File: src/rtl/nap_pkg.sv
// Constants, opcodes and carrier types of the nibble ALU and pointer datapath.
// Assumes a sequencer on the same clock that presents instruction bytes.
package nap_pkg;

  localparam int PAGE_W = 3;
  localparam int ROM_AW = 11;

  localparam logic [7:0] OP_TABLE_FETCH = 8'h01;
  localparam logic [7:0] OP_CLR_WAKE    = 8'h06;
  localparam logic [7:0] OP_SET_WAKE    = 8'h07;
  localparam logic [7:0] OP_STORE_TEMP  = 8'h12;
  localparam logic [7:0] OP_SHR0        = 8'h18;
  localparam logic [7:0] OP_SHR1        = 8'h19;
  localparam logic [7:0] OP_SHL0        = 8'h1a;
  localparam logic [7:0] OP_SHL1        = 8'h1b;
  localparam logic [7:0] OP_PUT_LOW     = 8'h1c;
  localparam logic [7:0] OP_PUT_HIGH    = 8'h1d;
  localparam logic [7:0] OP_SWAP_LOW    = 8'h1e;
  localparam logic [7:0] OP_SWAP_HIGH   = 8'h1f;
  localparam logic [7:0] OP_MEM_INC     = 8'h98;
  localparam logic [7:0] OP_MEM_DEC     = 8'h99;
  localparam logic [7:0] OP_STEP_UP_L   = 8'h9a;
  localparam logic [7:0] OP_STEP_DN_L   = 8'h9b;
  localparam logic [7:0] OP_STEP_UP_H   = 8'h9c;
  localparam logic [7:0] OP_STEP_DN_H   = 8'h9d;
  localparam logic [7:0] OP_HALT_CAUSE  = 8'hab;
  localparam logic [7:0] OP_HALF_SEC    = 8'hac;
  localparam logic [7:0] OP_CLR_CARRY   = 8'hf0;
  localparam logic [7:0] OP_SET_CARRY   = 8'hf1;
  localparam logic [7:0] OP_GET_LOW     = 8'hfd;
  localparam logic [7:0] OP_GET_HIGH    = 8'hfe;

  localparam logic [3:0] GRP_MEM_ALU    = 4'h8;
  localparam logic [3:0] GRP_IMM_ALU    = 4'h9;
  localparam logic [3:0] GRP_LOAD_LOW   = 4'hb;
  localparam logic [3:0] GRP_LOAD_HIGH  = 4'hc;
  localparam int         WRITE_BACK_BIT = 3;

  localparam logic [2:0] FN_ADC = 3'h0;
  localparam logic [2:0] FN_SBC = 3'h1;
  localparam logic [2:0] FN_ADD = 3'h2;
  localparam logic [2:0] FN_SUB = 3'h3;
  localparam logic [2:0] FN_ADN = 3'h4;
  localparam logic [2:0] FN_AND = 3'h5;
  localparam logic [2:0] FN_XOR = 3'h6;
  localparam logic [2:0] FN_OR  = 3'h7;

  localparam logic [3:0] RST_NIBBLE   = 4'h0;
  localparam logic       RST_WAKE_EN  = 1'b0;
  localparam int         HALF_SEC_BIT = 0;

  typedef enum logic [2:0] {
    NAP_EXEC  = 3'b001,
    NAP_IMM   = 3'b010,
    NAP_TABLE = 3'b100
  } nap_state_t;

  typedef struct packed {
    logic [3:0] high;
    logic [3:0] low;
  } nap_ptr_t;

  typedef struct packed {
    logic       we;
    nap_ptr_t   addr;
    logic [3:0] data;
  } nap_ram_wr_t;

  typedef struct packed {
    logic       upd;
    logic       cf;
    logic [3:0] val;
  } nap_alu_t;

endpackage

File: src/rtl/nap_datapath.sv
// Four-bit execution datapath: accumulator, carry, pointers, table fetch.
// Assumes synchronous ROM that answers in the cycle rom_rd is high, and RAM
// that reads combinationally from data_pointer and writes when ram_wr.we is high.
//
// The strobed register port and the register addresses were left to the implementer.
`timescale 1ns/1ps
`default_nettype none
module nap_datapath
  import nap_pkg::*;
(
  // Clock, reset and enable
  input  wire logic               sys_clk,
  input  wire logic               rst_b,
  input  wire logic               ce,
  // Instruction bytes from the sequencer
  input  wire logic               instr_valid,
  input  wire logic [7:0]         instr_byte,
  output logic                    busy,
  // Program ROM
  output logic                    rom_rd,
  output logic [ROM_AW-1:0]       rom_addr,
  input  wire logic [7:0]         rom_data,
  input  wire logic [PAGE_W-1:0]  current_page,
  // Data RAM
  output nap_ptr_t                data_pointer,
  output nap_ram_wr_t             ram_wr,
  input  wire logic [3:0]         ram_rdata,
  // Status from the halt and time-base logic
  input  wire logic [3:0]         wake_cause_status,
  input  wire logic [3:0]         half_second_status,
  output logic                    wake_cause_clr,
  output logic                    half_sec_clr,
  output logic                    timer_wake_enable,
  // Visible state
  output logic [3:0]              work_reg,
  output logic                    carry_flag,
  output logic [3:0]              temp_latch,
  output nap_ptr_t                saved_pointer
);

  nap_state_t  state;
  logic [2:0]  imm_fn;
  logic        go;
  logic        imm_go;
  logic [3:0]  mem_val;
  nap_alu_t    alu_res;
  logic [3:0]  next_work;
  logic        next_cf;
  nap_ptr_t    next_dp;
  nap_ptr_t    next_saved;
  logic        next_mem_we;
  logic [3:0]  next_mem_data;

  // Four-bit arithmetic; a carry out of bit 3 or no borrow sets carry.
  function automatic nap_alu_t nap_alu(input logic [2:0] fn,
                                       input logic [3:0] a,
                                       input logic [3:0] b,
                                       input logic       cf);
    logic [4:0] s;
    nap_alu_t   r;
    s = 5'h00;
    r = '0;
    unique case (fn)
      FN_ADC: s = {1'b0, a} + {1'b0, b} + {4'h0, cf};
      FN_SBC: s = {1'b0, a} - {1'b0, b} - {4'h0, cf};
      FN_ADD,
      FN_ADN: s = {1'b0, a} + {1'b0, b};
      FN_SUB: s = {1'b0, a} + {1'b0, ~b} + 5'h01;
      FN_AND: s = {1'b0, a & b};
      FN_XOR: s = {1'b0, a ^ b};
      FN_OR:  s = {1'b0, a | b};
    endcase
    r.val = s[3:0];
    // Only four of the five add and subtract forms touch carry; ADN leaves it.
    r.upd = (fn == FN_ADC) || (fn == FN_SBC) ||
            (fn == FN_ADD) || (fn == FN_SUB);
    // The borrow form counts down, so its carry is the inverted borrow.
    r.cf  = (fn == FN_SBC) ? ~s[4] : s[4];
    return r;
  endfunction

  assign go     = ce && instr_valid && (state == NAP_EXEC);
  assign imm_go = ce && instr_valid && (state == NAP_IMM);

  // A write still in flight to the same word is forwarded, since the RAM
  // only sees it one cycle after the instruction that made it.
  assign mem_val = (ram_wr.we && (ram_wr.addr == data_pointer)) ?
                   ram_wr.data : ram_rdata;

  always_comb begin
    if (imm_go) begin
      alu_res = nap_alu(imm_fn, work_reg, instr_byte[3:0], carry_flag);
    end else begin
      alu_res = nap_alu(instr_byte[2:0], work_reg, mem_val, carry_flag);
    end
  end

  always_comb begin
    next_work     = work_reg;
    next_cf       = carry_flag;
    next_dp       = data_pointer;
    next_saved    = saved_pointer;
    next_mem_we   = 1'b0;
    next_mem_data = mem_val;
    if (imm_go) begin
      next_work = alu_res.val;
      if (alu_res.upd) begin
        next_cf = alu_res.cf;
      end
    end else if (go) begin
      if (instr_byte[7:4] == GRP_MEM_ALU) begin
        next_work = alu_res.val;
        if (alu_res.upd) begin
          next_cf = alu_res.cf;
        end
        next_mem_we   = instr_byte[WRITE_BACK_BIT];
        next_mem_data = alu_res.val;
      end else if (instr_byte[7:4] == GRP_LOAD_LOW) begin
        next_dp.low = instr_byte[3:0];
      end else if (instr_byte[7:4] == GRP_LOAD_HIGH) begin
        next_dp.high = instr_byte[3:0];
      end else begin
        unique case (instr_byte)
          OP_SHR0, OP_SHR1: next_work = {instr_byte[0], work_reg[3:1]};
          OP_SHL0, OP_SHL1: next_work = {work_reg[2:0], instr_byte[0]};
          OP_MEM_INC: begin
            next_work     = mem_val + 4'h1;
            next_mem_we   = 1'b1;
            next_mem_data = mem_val + 4'h1;
          end
          OP_MEM_DEC: begin
            next_work     = mem_val - 4'h1;
            next_mem_we   = 1'b1;
            next_mem_data = mem_val - 4'h1;
          end
          OP_STORE_TEMP: begin
            next_mem_we   = 1'b1;
            next_mem_data = temp_latch;
          end
          OP_PUT_LOW:   next_dp.low  = work_reg;
          OP_PUT_HIGH:  next_dp.high = work_reg;
          OP_GET_LOW:   next_work    = data_pointer.low;
          OP_GET_HIGH:  next_work    = data_pointer.high;
          OP_SWAP_LOW: begin
            next_dp.low    = saved_pointer.low;
            next_saved.low = data_pointer.low;
          end
          OP_SWAP_HIGH: begin
            next_dp.high    = saved_pointer.high;
            next_saved.high = data_pointer.high;
          end
          OP_STEP_UP_L: next_dp.low  = data_pointer.low + 4'h1;
          OP_STEP_DN_L: next_dp.low  = data_pointer.low - 4'h1;
          OP_STEP_UP_H: next_dp.high = data_pointer.high + 4'h1;
          OP_STEP_DN_H: next_dp.high = data_pointer.high - 4'h1;
          OP_HALT_CAUSE: next_work = wake_cause_status;
          OP_HALF_SEC:   next_work = half_second_status;
          OP_CLR_CARRY:  next_cf   = 1'b0;
          OP_SET_CARRY:  next_cf   = 1'b1;
          default: next_work = work_reg;
        endcase
      end
    end
  end

  // Sequencing of the two-byte and two-cycle instructions.
  always_ff @(posedge sys_clk) begin
    if (!rst_b) begin
      state    <= NAP_EXEC;
      imm_fn   <= FN_ADC;
      busy     <= 1'b0;
      rom_rd   <= 1'b0;
      rom_addr <= '0;
    end else if (ce) begin
      unique case (state)
        NAP_EXEC: begin
          if (go && instr_byte == OP_TABLE_FETCH) begin
            state    <= NAP_TABLE;
            busy     <= 1'b1;
            rom_rd   <= 1'b1;
            rom_addr <= {current_page, work_reg, mem_val};
          end else if (go && instr_byte[7:3] == {GRP_IMM_ALU, 1'b0}) begin
            state  <= NAP_IMM;
            imm_fn <= instr_byte[2:0];
          end
        end
        NAP_IMM: begin
          if (instr_valid) begin
            state <= NAP_EXEC;
          end
        end
        NAP_TABLE: begin
          state  <= NAP_EXEC;
          busy   <= 1'b0;
          rom_rd <= 1'b0;
        end
      endcase
    end
  end

  // Accumulator and carry; the table byte lands here in the second cycle.
  always_ff @(posedge sys_clk) begin
    if (!rst_b) begin
      work_reg   <= RST_NIBBLE;
      carry_flag <= 1'b0;
      temp_latch <= RST_NIBBLE;
    end else if (ce) begin
      carry_flag <= next_cf;
      if (state == NAP_TABLE) begin
        work_reg   <= rom_data[7:4];
        temp_latch <= rom_data[3:0];
      end else begin
        work_reg <= next_work;
      end
    end
  end

  // Pointers and the registered RAM write port.
  always_ff @(posedge sys_clk) begin
    if (!rst_b) begin
      data_pointer  <= '0;
      saved_pointer <= '0;
      ram_wr        <= '0;
    end else if (ce) begin
      data_pointer  <= next_dp;
      saved_pointer <= next_saved;
      ram_wr.we     <= next_mem_we;
      ram_wr.addr   <= data_pointer;
      ram_wr.data   <= next_mem_data;
    end
  end

  // Status side effects. The clears are pulses so that a wake event landing
  // in the same cycle is kept by the owning logic, which lets the set win.
  always_ff @(posedge sys_clk) begin
    if (!rst_b) begin
      wake_cause_clr    <= 1'b0;
      half_sec_clr      <= 1'b0;
      timer_wake_enable <= RST_WAKE_EN;
    end else if (ce) begin
      wake_cause_clr <= go && (instr_byte == OP_HALT_CAUSE);
      half_sec_clr   <= go && (instr_byte == OP_HALF_SEC);
      if (go && instr_byte == OP_CLR_WAKE) begin
        timer_wake_enable <= 1'b0;
      end else if (go && instr_byte == OP_SET_WAKE) begin
        timer_wake_enable <= 1'b1;
      end
    end
  end
endmodule // nap_datapath
`default_nettype wire

File: config.mk
export PLATFORM = sky130hd
export DESIGN_NAME = nap_datapath
export DESIGN_NICKNAME = d
export VERILOG_FILES = /design/src/rtl/nap_pkg.sv /design/src/rtl/nap_datapath.sv
export SDC_FILE = /design/constraint.sdc
export NUM_CORES = 1
export LEC_CHECK = 0
export ABC_AREA = 1
export BUFFER_PORTS_ARGS = -buffer_cell sky130_fd_sc_hd__buf_2
export CAP_MARGIN = 10
export CORE_MARGIN = 3
export CORE_UTILIZATION = 55
export DETAILED_ROUTE_END_ITERATION = 6
export PLACE_DENSITY = 0.78
export SLEW_MARGIN = 40
export SYNTH_ARGS = -nofsm -noshare
export SYNTH_HDL_FRONTEND = slang
export SYNTH_SLANG_ARGS = --single-unit
File: constraint.sdc
create_clock -name sys_clk -period 9.2 [get_ports sys_clk]
set_input_delay 0.46 -clock sys_clk [delete_from_list [all_inputs] [get_ports sys_clk]]
set_output_delay 0.46 -clock sys_clk [all_outputs]
set_load 0.03 [all_outputs]
# --- Yosys cells after proc, flatten, opt, wreduce, memory -nomap -nowiden ---
# Index checks and enable logic that the tools add are counted.
op_classes:
  n_bitwise: 15
  add_sub_neg: 18
  mux: 47
  reduce_logical: 43
  n_eq_ne: 54
op_table:
  columns: ["operator", "count"]
  rows:
  - ["$eq 8x8->1 const B", 12]
  - ["$eq 8x5->1 const B", 9]
  - ["$pmux 5 s7", 2]
  - ["$mux 4", 15]
  - ["$pmux 4 s4", 2]
  - ["$pmux 4 s8", 1]
  - ["$eq 3x3->1 const B", 9]
  - ["$add 4x4->5", 4]
  - ["$mux 1", 17]
  - ["$eq 8x3->1 const B", 2]
  - ["$eq 3x2->1 const B", 5]
  - ["$reduce_and 7->1", 2]
  - ["$add 4x1->4 const B", 3]
  - ["$eq 4x4->1 const B", 3]
  - ["$pmux 4 s3", 1]
  - ["$reduce_and 6->1", 2]
  - ["$sub 4x1->4 const B", 3]
  - ["$reduce_bool 11->1", 1]
  - ["$add 5x1->5", 2]
  - ["$add 5x1->5 const B", 2]
  - ["$logic_and 1x1->1", 10]
  - ["$mux 5", 2]
  - ["$reduce_and 5->1", 2]
  - ["$reduce_bool 5->1", 2]
  - ["30 further kinds", 64]
word_totals:
  in_bits: 35
  regBits: 59
  out_inout_bits: 54

# --- Depth between registers and ports, before layout ---
# Gate-level depths: netlist (run 1).
depth:
  word_depth: 15
  mapped_depth: 29
  ltp_nobuf: 29

# --- Worst setup path after synthesis (run 1) ---
# Ideal clock, no wire load.
synth_timing:
  path_kind: "register -> register"
  start: "reg data_pointer[6] (netlist name)"
  end: "reg carry_flag"
  required_time_ns: 9.068
  setup_ns: 0.132
  synth_period_minus_slack_ns: 3.158
  arrival_ns: 3.025
  stages_incl_launch_ff: 26
  setup_slack_ns: 6.042
  cell_sequence: "dfxtp_1 > inv_1 > nand2_1 > nand2_1 > nor2_1 > nand2_1 > nor2_2 > nand2_1 > nand2_1 > nand2_2 > ha_1 > inv_1 > fa_1 > inv_1 > ha_1 > inv_1 > nor2_1 > nand2_1 > nand2_1 > nand3_1 > a21oi_1 > o21ai_1 > nand2_1 > nand2_1 > nand2_1 > a21oi_1"
synth_via:
  elab_chain_len: 15
synth_rtl:
  columns: ["item", "line", "source"]
  rows:
  - ["start: declaration", "nap_datapath.sv:25", "output nap_ptr_t data_pointer,"]
  - ["start signal: assignment", "nap_datapath.sv:225", "data_pointer <= next_dp;"]
  - ["$eq 8x8->1 *", "nap_datapath.sv:87", "assign mem_val = (ram_wr.we && (ram_wr.addr == data_pointer)) ?"]
  - ["$logic_and 1x1->1 *", "nap_datapath.sv:87", null]
  - ["$mux 4 *", "nap_datapath.sv:87", null]
  - ["$not 4->4", "nap_datapath.sv:68", "FN_SUB: s = {1'b0, a} + {1'b0, ~b} + 5'h01;"]
  - ["$add 4x4->5", "nap_datapath.sv:68", null]
  - ["$add 5x1->5", "nap_datapath.sv:68", null]
  - ["$pmux 5 s7 *", "nap_datapath.sv:63", "unique case (fn)"]
  - ["$mux 5 *", "nap_datapath.sv:91", "if (imm_go) begin"]
  - ["$not 1->1", "nap_datapath.sv:78", "r.cf = (fn == FN_SBC) ? ~s[4] : s[4];"]
  - ["$mux 1 *", "nap_datapath.sv:78", null]
  - ["$mux 6 *", "nap_datapath.sv:91", null]
  - ["$mux 1 *", "nap_datapath.sv:107, nap_datapath.sv:113", null]
  - ["$mux 1", "nap_datapath.sv:111", "if (instr_byte[7:4] == GRP_MEM_ALU) begin"]
  - ["$mux 1", "nap_datapath.sv:110", "end else if (go) begin"]
  - ["$mux 1 *", "nap_datapath.sv:105", "if (imm_go) begin"]
  - ["end signal: assignment", "nap_datapath.sv:208", "carry_flag <= next_cf;"]
  - ["end: declaration", "nap_datapath.sv:36", "output logic carry_flag,"]
# Mark *: on every way between the ends. The rest lies on a longest branch, timed or not. The select of a mux whose other input is x is not followed.
# A chain may end at the register's enable or synchronous reset.

# --- Worst setup path in the final report (run 1) ---
layout_timing:
  start: "reg data_pointer[5] (netlist name)"
  end: "reg ram_wr[2] (netlist name)"
layout_via:
  elab_chain_len: 12
layout_rtl:
  columns: ["item", "line", "source"]
  rows:
  - ["$eq 8x8->1 *", "nap_datapath.sv:87", null]
  - ["$logic_and 1x1->1 *", "nap_datapath.sv:87", null]
  - ["$mux 4 *", "nap_datapath.sv:87", null]
  - ["$not 4->4", "nap_datapath.sv:68", null]
  - ["$add 4x4->5", "nap_datapath.sv:68", null]
  - ["$add 5x1->5", "nap_datapath.sv:68", null]
  - ["$pmux 5 s7", "nap_datapath.sv:63", null]
  - ["$mux 5", "nap_datapath.sv:91", null]
  - ["$mux 6", "nap_datapath.sv:91", null]
  - ["$mux 4", "nap_datapath.sv:111", null]
  - ["$mux 4", "nap_datapath.sv:110", null]
  - ["$mux 4 *", "nap_datapath.sv:105", null]
  - ["end: declaration", "nap_datapath.sv:26", "output nap_ram_wr_t ram_wr,"]
# Marked as above.

==> impl_metrics.ini, run 1 <==
[status]
status = completed

[power]
peakVddDrop_mv = 0.0847
p_comb_share_pct = 25.3
switching_share_pct = 36.5
leakage_nw = 3.14
pwr-share-clk_pct = 36.2
netSwitchingPower_uw = 258
p_per_area_nw_per_um2 = 109
p_seq_share_pct = 38.5
p_int_uw = 449
report.power.total_uw = 707

[die]
die_height_um = 108
pin_count = 89
core_um2 = 9950
initial_core_util_pct = 57.4
dieArea_um2 = 11700
placementRows = 36
die_w_um = 108

[clock_tree]
htree_num_levels = 3
cts_root_buf = clkbuf_8
post_cts_resized = 0
clk_transition_reported_paths_ps = 80
cts_setup_buffers = 0
cts_hold_buf = 0
clock-sinks = 59
insertion_delay_ps = 350
cts_tree = yes
cts.path.max_buffers = 2
cts_buffers = 9

[worst_setup_path]
cp.arrival_ps = 3770
worst_setup_path_end_kind = flip-flop
slowest_delay_ps = 480
cpLargestDelayFamily = simple AND/OR/NAND/NOR gates
cp_common_cell = nand2_1
cp_cell_sequence = inv_2 -> nand2_2 -> nand2_1 -> nor2_1 -> nand2_1 -> nor2_2 -> nand3_1 -> nand2_2 -> ha_1 -> inv_1 -> fa_1 -> nand2_1 -> inv_1 -> or2_2 -> inv_1 -> nor2_1 -> o21ai_0 -> nand3_1 -> nand2_1 -> nand2_1 -> nand4_1 -> nand2_1 -> a21oi_1
critPathKind = flip-flop to flip-flop
cp-start-kind = flip-flop
slowest_stage = dfxtp_1
required_ps = 9470
crit_fanout = 9
critPathBufInv = 4

[route]
drc = 0
drt_iter0_drc = 674
vias = 6422
wl_um = 18800
drt_pass1_iterations = 6
avgRoutedWirePerCell_um = 16.9
route.antenna.remaining_nets = 0
vias_per_cell = 5.79

[synth]
ys_warn_count = 0
synth_top_family_by_area = simple AND/OR/NAND/NOR gates
synth_flop_cell = dfxtp_1
synth_xor_area_share_pct = 1.66
synth_nets = 979
synthAdderAreaFrac_pct = 13.2
synthesis.area_um2 = 5720
synth_compound_area_share_pct = 19.8
ys_seq_elements = 59
synth_seq_area_share_pct = 20.7
post-synth-top-area-cell = dfxtp_1
netlist-cell-type-count = 52
synth_edf_count = 0
synthArstFlopShare_pct = 0
synth.area.top_cells = dfxtp_1 21%, nand2_1 12%, ha_1 10%
synth_mux_area_share_pct = 0
syn_area_per_cell_um2 = 6.43
syn_inst = 889
synth_top_area_share_pct = 20.7
post_synth_and_or_nand_nor_area_fraction_pct = 33.9

[global_routing]
use_met2_pct = 48.2
grt_antenna_before_repair = 0
grt_pass1_wl_um = 29700
use_met1_pct = 46.4
grt_start_max_net_pins = 41
use_met3_pct = 8.54
gr-usage-all-layers_pct = 32.4
grt_overflow_total = 0
grt_pass1_vias = 5861
gr-max-usage-layer = met2

[cells_and_area]
syn_to_final_growth_pct = 13.0
drive_gt1_share_pct = 19.1
top_register = ram_wr
largest_reg_flops = 13
instances_no_fill = 1110
nets = 1062
fill_cells = 971
antennaDiodeCount = 0
seqCellArea_um2 = 1180
multiInputGateArea_um2 = 3920
reg.largest.list = ram_wr x13, rom_addr x11

[sta]
final-hold-violation-count = 0
fmax_mhz = 285
slew_viol_final = 0
rsz0062_at_grt = no
setup_violations = 0
slew-limit-headroom_pct = 44.7
fin_tns_setup_ps = 0
fin_crit_ps = 3500
worst_pin_slew_ps = 829
fin_worst_skew_ps = 7.80
fin_crit_sh_pct = 38.1

[place]
routabilityCongestion = 0.999
dp.cells = 1094
place_hpwl_um = 14300
io_buffers = 88

[job]
drv_cap = 0

[hold_path]
min_path_type = input port to flip-flop
worst register-to-register path, cell delays in order (launching register included):
cell	delay, ps
dfxtp_1	480
inv_2	120
nand2_2	90
nand2_1	50
nor2_1	130
nand2_1	80
nor2_2	110
nand3_1	90
nand2_2	190
ha_1	260
inv_1	90
fa_1	400
nand2_1	80
inv_1	30
or2_2	290
inv_1	110
nor2_1	50
o21ai_0	160
nand3_1	100
nand2_1	90
nand2_1	90
nand4_1	110
nand2_1	60
a21oi_1	150
synth_stat cells (2+ instances only):
cell and instances:
a211oi_1 9, inv_1 118, nor2_4 6, nor2_2 9
o21ai_1 7, or2_0 2, nand2_2 14, buf_4 3
xor2_1 4, or2_2 5, clkinv_1 3, fa_1 9
o211ai_1 9, a31oi_1 4, o22ai_1 7, nor2_1 82
nand3_2 9, ha_1 46, xnor2_1 5, nand4_1 15
nand2_4 2, a22oi_1 4, clkbuf_1 9, a21oi_1 73
buf_2 5, nand3_1 56, o2111ai_1 3, nor4_1 3
dfxtp_1 59, inv_2 22, a21oi_2 4, nor3_1 9
o21ai_0 63, o221ai_1 5, nor3_2 2, nand2_1 188
path summary, 6_finish.rpt:
kind	cells after the start	start	slack (ps)	endpoint
setup / recovery	23	data_pointer[5]$_SDFFE_PN0P_	5700	ram_wr[2]$_SDFFE_PN0P_
hold / removal	3	current_page[0]	330	rom_addr[8]$_SDFFE_PN0P_
hold reg to reg	2	wake_cause_clr$_SDFFE_PN0P_	480	wake_cause_clr$_SDFFE_PN0P_
setup reg to reg	23	data_pointer[5]$_SDFFE_PN0P_	5700	ram_wr[2]$_SDFFE_PN0P_
cell families after synthesis:
| group | Yosys count |
|---|---|
| xor+xnor | 10 |
| simple gates | 410 |
| fa+ha+maj | 55 |
| flops | 59 |
| compound gates | 195 |
| buf+inv | 160 |
final cells by class:
class / instances / area share (%)
Inverter: 143 / 8.31
Clock buffer: 9 / 1.92
Multi-Input combinational cell: 670 / 60.7
Sequential cell: 59 / 18.3
Timing Repair Buffer: 89 / 6.94
Tap cell: 133 / 2.58
Clock inverter: 7 / 1.30
power by group through the flow:
stage	registers, mW	clock network, mW	logic [mW]
2_1_floorplan	0.286	0	0.115
6_report	0.272	0.256	0.179
3_5_place_dp	0.277	0	0.173
4_1_cts	0.272	0.258	0.175
3_3_place_gp	0.277	0	0.172
5_1_grt	0.273	0.267	0.198
cells in the final DEF (no fill, tap or decap), types with 5 or more instances in the layout:
| cell type | instances |
|---|---|
| a211oi_1 | 9 |
| a21oi_1 | 73 |
| buf_2 | 88 |
| clkbuf_8 | 9 |
| dfxtp_1 | 59 |
| fa_1 | 9 |
| ha_1 | 46 |
| inv_1 | 118 |
| inv_2 | 22 |
| nand2_1 | 188 |
| nand2_2 | 14 |
| nand3_1 | 56 |
| nand3_2 | 9 |
| nand4_1 | 15 |
| nor2_1 | 82 |
| nor2_2 | 9 |
| nor2_4 | 6 |
| nor3_1 | 9 |
| o211ai_1 | 9 |
| o21ai_0 | 63 |
| o21ai_1 | 7 |
| o221ai_1 | 5 |
| o22ai_1 | 7 |
| or2_2 | 5 |
| xnor2_1 | 5 |
stage by stage:
step	hold slack, ps	utilization (%)	setup slack, ps	instance area (um2)
floorplan	484	-	6040	5720
global placement	454	62.8	5770	6250
detailed placement	459	62.8	5780	6250
CTS	317	64.9	5750	6460
global route	347	64.9	5350	6460
finish	327	64.9	5700	6460
per-layer routing:
metal  wire length (um)  vias to the layer above
li1                   -                     3102
met1               8200                     2889
met2               7900                      382
met3               2270                       49
met4                437                        0
met5                  0                        -
No activity file was read; power rests on OpenSTA's default activity.
==> run 2: changes to the inputs <==
ABC_AREA = 0   (was 1)
CORE_UTILIZATION = 53   (was 55)
clock period = 3.08 ns   (was 9.2 ns; I/O delays follow)
==> run 2 against run 1 <==
The run now ends with setup timing left; global-route usage up 0.48 points; synthesized area down 0.77%; critical path depth down 6; sequential cell count unchanged; die area up 2.8%; sequential power rose to 2.9 times the previous value; routed wire length up 4.5%.
==> impl_metrics.ini, run 2 <==
[sta]
worst_pin_slew_ps = 647
slew-limit-headroom_pct = 56.5
setup_violations = 9
fmax_mhz = 277
fin_crit_sh_pct = 117
fin_hold_ws_ps = 35.6
fin_crit_ps = 3610
slew_viol_final = 0
final-hold-violation-count = 0
fin_tns_setup_ps = -3560
rsz0062_at_grt = yes
worst_slack_ps = -530
fin_worst_skew_ps = 8.49

[clock_tree]
insertion_delay_ps = 350
cts_root_buf = clkbuf_8
clk_transition_reported_paths_ps = 70
clock-sinks = 59
cts_tree = yes
cts_buffers = 9
cts.path.max_buffers = 2
htree_num_levels = 3

[hold_path]
min_path_type = input port to flip-flop
hp-start = rom_data[3]
holdPathStages = 3
whs_endpoint = temp_latch[3]$_SDFFE_PN0P_

[die]
core_um2 = 10400
die_height_um = 109
dieArea_um2 = 12000
pin_count = 89
placementRows = 37
die_w_um = 109
initial_core_util_pct = 54.7

[global_routing]
grt_pass1_vias = 5862
grt_overflow_total = 0
grt_start_max_net_pins = 55
gr-usage-all-layers_pct = 32.9
grt_antenna_before_repair = 0
grt_pass1_wl_um = 30500

[synth]
synth_xor_area_share_pct = 5.25
synthesis.area_um2 = 5670
synth_top_area_share_pct = 20.8
synth_seq_area_share_pct = 20.8
post-synth-top-area-cell = dfxtp_1
netlist-cell-type-count = 82
post-synth-top-count-cell = nor2_1
syn_area_per_cell_um2 = 7.97
synth_nets = 802
synth_flop_cell = dfxtp_1
synth_edf_count = 0
ys_top_cells_by_count = 82 x nor2_1, 59 x dfxtp_1, 59 x nand2_1
synth_mux_area_share_pct = 8.11
synth_top_family_by_area = simple AND/OR/NAND/NOR gates
synthAdderAreaFrac_pct = 13.5
ys_warn_count = 0
syn_inst = 712
synth.area.top_cells = dfxtp_1 21%, ha_1 10%, mux2i_1 7.1%
synthArstFlopShare_pct = 0
ys_seq_elements = 59
post_synth_and_or_nand_nor_area_fraction_pct = 23.2
synth_compound_area_share_pct = 22.7

[place]
routabilityCongestion = 0.967
place_hpwl_um = 14700
pre_cts_slack_ps = -521
dp.cells = 969
placed_cell_area_um2 = 6750
io_buffers = 88

[worst_setup_path]
critPathKind = flip-flop to flip-flop
reg2reg_slack_ps = -530
reg2reg_to = work_reg[2]$_SDFFE_PN0P_
rr_startpoint = data_pointer[1]$_SDFFE_PN0P_
required_ps = 3300
worst_setup_path_end_kind = flip-flop
cp.arrival_ps = 3830
crit_fanout = 3
cp-start-kind = flip-flop
r2r_cells = 17

[route]
vias_per_cell = 6.24
drt_pass1_iterations = 6
vias = 6148
drc = 0
route.antenna.remaining_nets = 0
wl_um = 19700
avgRoutedWirePerCell_um = 19.9
drt_iter0_drc = 603

[cells_and_area]
seqCellArea_um2 = 1200
largest_reg_flops = 13
top_register = ram_wr
antennaDiodeCount = 0
layout_common_cells = 88 x buf_2, 82 x nor2_1, 78 x buf_4
final_util_pct = 68.9
syn_to_final_growth_pct = 26.0
final_common_cell = buf_2
reg.largest.list = ram_wr x13, rom_addr x11
final_cell_area_um2 = 7150
instances_no_fill = 986
multiInputGateArea_um2 = 4370
nets = 935
fill_cells = 859
drive_gt1_share_pct = 30.2

[status]
violations = setup timing
status = finished with violations

[job]
drv_cap = 0

[power]
leakage_nw = 3.02
p_per_area_nw_per_um2 = 283
peakVddDrop_mv = 0.258
report.power.total_mw = 2.02
[run 2: area by class of cell]
cell class                 count  share of cell area (%)
tap                          136                    2.38
inverter                      41                    2.22
clock buffer                   9                    1.73
timing repair buffer         167                    14.6
sequential                    59                    16.9
clock inverter                 7                    1.07
multi-input combinational    567                    61.1
[run 2: repair_timing]
action	4_1_cts	5_1_grt
pin swaps	10	6
buffers inserted	2	1
gates resized for setup	26	7
setup endpoints to repair	9	9
hold buffers	0	0
[run 2: kinds of logic (layout without fill, tap and decap cells)]
logic type / Yosys count / after routing
xor+xnor: 34 / 34
flops: 59 / 59
compound gates: 183 / 183
simple gates: 249 / 249
fa+ha+maj: 56 / 56
buf+inv: 86 / 224
mux: 45 / 45
[run 2: how the worst max path moves through the flow]
stage	to	slack, ps	cells after the start	from
after floorplan	work_reg[3]$_SDFFE_PN0P_	-540	14	data_pointer[7]$_SDFFE_PN0P_
after global placement	ram_wr[3]$_SDFFE_PN0P_	-470	17	ram_wr[5]$_SDFFE_PN0P_
after detailed placement	work_reg[3]$_SDFFE_PN0P_	-520	17	ram_wr[8]$_SDFFE_PN0P_
after CTS	ram_wr[3]$_SDFFE_PN0P_	-430	16	ram_wr[7]$_SDFFE_PN0P_
after global routing	carry_flag$_SDFFE_PN0P_	-710	15	data_pointer[1]$_SDFFE_PN0P_
final	work_reg[2]$_SDFFE_PN0P_	-530	17	data_pointer[1]$_SDFFE_PN0P_
[run 2: power breakdown]
group	leakage [nW]	internal (mW)	switching, mW
sequential	0.484	0.769	0.0129
clock	0.0962	0.379	0.359
combinational	2.44	0.203	0.300
[run 2: routing by layer]
layer / track usage [%] / wire length, um / vias up
li1: - / - / 2846
met1: 41.8 / 7980 / 2900
met2: 52.4 / 9110 / 319
met3: 6.40 / 1540 / 83
met4: 18.1 / 1030 / 0
met5: 0 / 0 / -
[run 2: worst max-delay path, stage by stage (launching register included)]
cell and delay [ps]:
dfxtp_2 340, xnor2_2 210, nand3_2 120, nor3_4 300, mux2_4 360, inv_4 90, xnor2_4 120, ha_4 140
a21o_1 130, inv_2 50, fa_2 370, xnor2_1 150, nor3_1 60, a31oi_1 210, o21ai_2 130, o32ai_2 240
nor3_2 70, a2111oi_1 370
==> run 3: changes to the inputs <==
SETUP_SLACK_MARGIN = 0.3   (was default)
==> run 3 against run 2 <==
The flow still finishes with violations (setup timing); design area increased by 0.47%; critical path type unchanged; sequential power about the same; critical path depth decreased by 1; fmax decreased by 0.51%; combinational power increased by 0.8%; final cell count increased by 0.41%; power increased by 0.36%; worst hold slack got worse by 2.3 ps.
==> impl_metrics.ini, run 3 (synthesis gave the netlist of run 2 again) <==
[status]
status = finished with violations
violations = setup timing

[cells_and_area]
final_util_pct = 69.2
final_common_cell = buf_2
syn_to_final_growth_pct = 26.5
antennaDiodeCount = 0
final_cell_area_um2 = 7180
nets = 939
reg.largest.list = ram_wr x13, rom_addr x11
drive_gt1_share_pct = 30.6
top_register = ram_wr
largest_reg_flops = 13
layout_common_cells = 88 x buf_2, 82 x nor2_1, 81 x buf_4

[die]
placementRows = 37
core_um2 = 10400
die_w_um = 109
pin_count = 89
die_height_um = 109
dieArea_um2 = 12000
initial_core_util_pct = 54.7

[worst_setup_path]
cpLargestDelayFamily = compound AO/OA/AOI/OAI gates
required_ps = 3330
critPathBufInv = 2
critPathKind = flip-flop to flip-flop
worst_setup_path_end_kind = flip-flop
cp_cell_sequence = xnor2_2 -> nand3_2 -> nor3_4 -> mux2_4 -> inv_4 -> xnor2_4 -> ha_4 -> a21o_1 -> inv_2 -> fa_2 -> o221a_4 -> a31oi_4 -> o211ai_1 -> o211ai_1 -> a211o_1 -> a32o_1
cp_common_cell = o211ai_1
cp-start-kind = flip-flop
slowest_stage = fa_2
crit_fanout = 3
cp.arrival_ps = 3880
slowest_delay_ps = 520

[route]
avgRoutedWirePerCell_um = 19.8
vias_per_cell = 6.19
drc = 0
route.antenna.remaining_nets = 0
vias = 6128
drt_iter0_drc = 602
drt_pass1_iterations = 6
wl_um = 19600

[place]
place_hpwl_um = 14700
routabilityCongestion = 0.967
placed_cell_area_um2 = 6750
io_buffers = 88
pre_cts_slack_ps = -521

[power]
peakVddDrop_mv = 0.262
p_per_area_nw_per_um2 = 283
leakage_nw = 3.04

[clock_tree]
cts_buffers = 9
htree_num_levels = 3
cts.path.max_buffers = 2
cts_tree = yes
clock-sinks = 59
clk_transition_reported_paths_ps = 70
insertion_delay_ps = 360
cts_hold_buf = 0
cts_root_buf = clkbuf_8

[sta]
final-hold-violation-count = 0
slew-limit-headroom_pct = 55.9
fin_tns_setup_ps = -3800
worst_slack_ps = -548
worst_pin_slew_ps = 657
slew_viol_final = 0
fmax_mhz = 276
fin_crit_ps = 3630
fin_worst_skew_ps = 9.21
setup_violations = 9
fin_hold_ws_ps = 33.3
rsz0062_at_grt = yes
fin_crit_sh_pct = 118

[global_routing]
grt_antenna_before_repair = 0
grt_pass1_wl_um = 30500
gr-usage-all-layers_pct = 32.9
grt_start_max_net_pins = 55
grt_pass1_vias = 5868
grt_overflow_total = 0

[job]
drv_cap = 0

[hold_path]
min_path_type = input port to flip-flop
-- run 3: cell count changes in the layout (fill, tap and decap cells not counted), sizes merged --
cell	change
buf	+4
-- run 3: area by class of cell --
class	count	area, um2
multi-input cells	567	4370
inverters	41	159
flip-flops and latches	59	1200
well taps	136	170
clock buffers	9	124
fillers	855	3190
repair buffers	171	1080
clock inverters	7	76.3
-- run 3: timing repair --
action                     in CTS  in global routing
buffers inserted                2                  3
hold endpoints to repair        0                  0
resized for setup              26                  7
pin swaps                      10                  7
setup endpoints to repair       9                  9
-- run 3: power breakdown --
part           leakage [nW]  internal, mW  switching, mW
sequential            0.484         0.769         0.0130
combinational          2.46         0.206          0.301
clock                0.0962         0.379          0.362
total                  3.04          1.35          0.676
-- run 3: metal layers --
metal | part of all wire [%] | up-vias | global-route usage (%)
li1 | - | 2847 | -
met1 | 41 | 2889 | 41.8
met2 | 47 | 313 | 52.5
met3 | 7.3 | 79 | 6.40
met4 | 5.1 | 0 | 18.1
met5 | 0 | - | 0
-- run 3: path summary, 6_finish.rpt --
| check | startpoint | to | slack [ps] | cells past startpoint |
|---|---|---|---|---|
| max | data_pointer[1]$_SDFFE_PN0P_ | work_reg[1]$_SDFFE_PN0P_ | -550 | 16 |
| min | rom_data[3] | temp_latch[3]$_SDFFE_PN0P_ | 30 | 3 |
| max reg2reg | data_pointer[1]$_SDFFE_PN0P_ | work_reg[1]$_SDFFE_PN0P_ | -550 | 16 |
| min reg2reg | rom_addr[7]$_SDFFE_PN0P_ | rom_addr[7]$_SDFFE_PN0P_ | 460 | 2 |
-- run 3: metrics by stage --
step,cells,total power [mW]
floorplan,712,1.09
global placement,969,1.25
detailed placement,969,1.26
CTS,987,2.01
global route,990,2.11
finish,990,2.03
-- run 3: worst register-to-register path: stages (launching register included) --
cell and delay [ps]:
dfxtp_2 340, xnor2_2 220, nand3_2 120, nor3_4 310, mux2_4 360, inv_4 90, xnor2_4 120, ha_4 140
a21o_1 130, inv_2 50, fa_2 520, o221a_4 190, a31oi_4 40, o211ai_1 280, o211ai_1 140, a211o_1 260
a32o_1 200
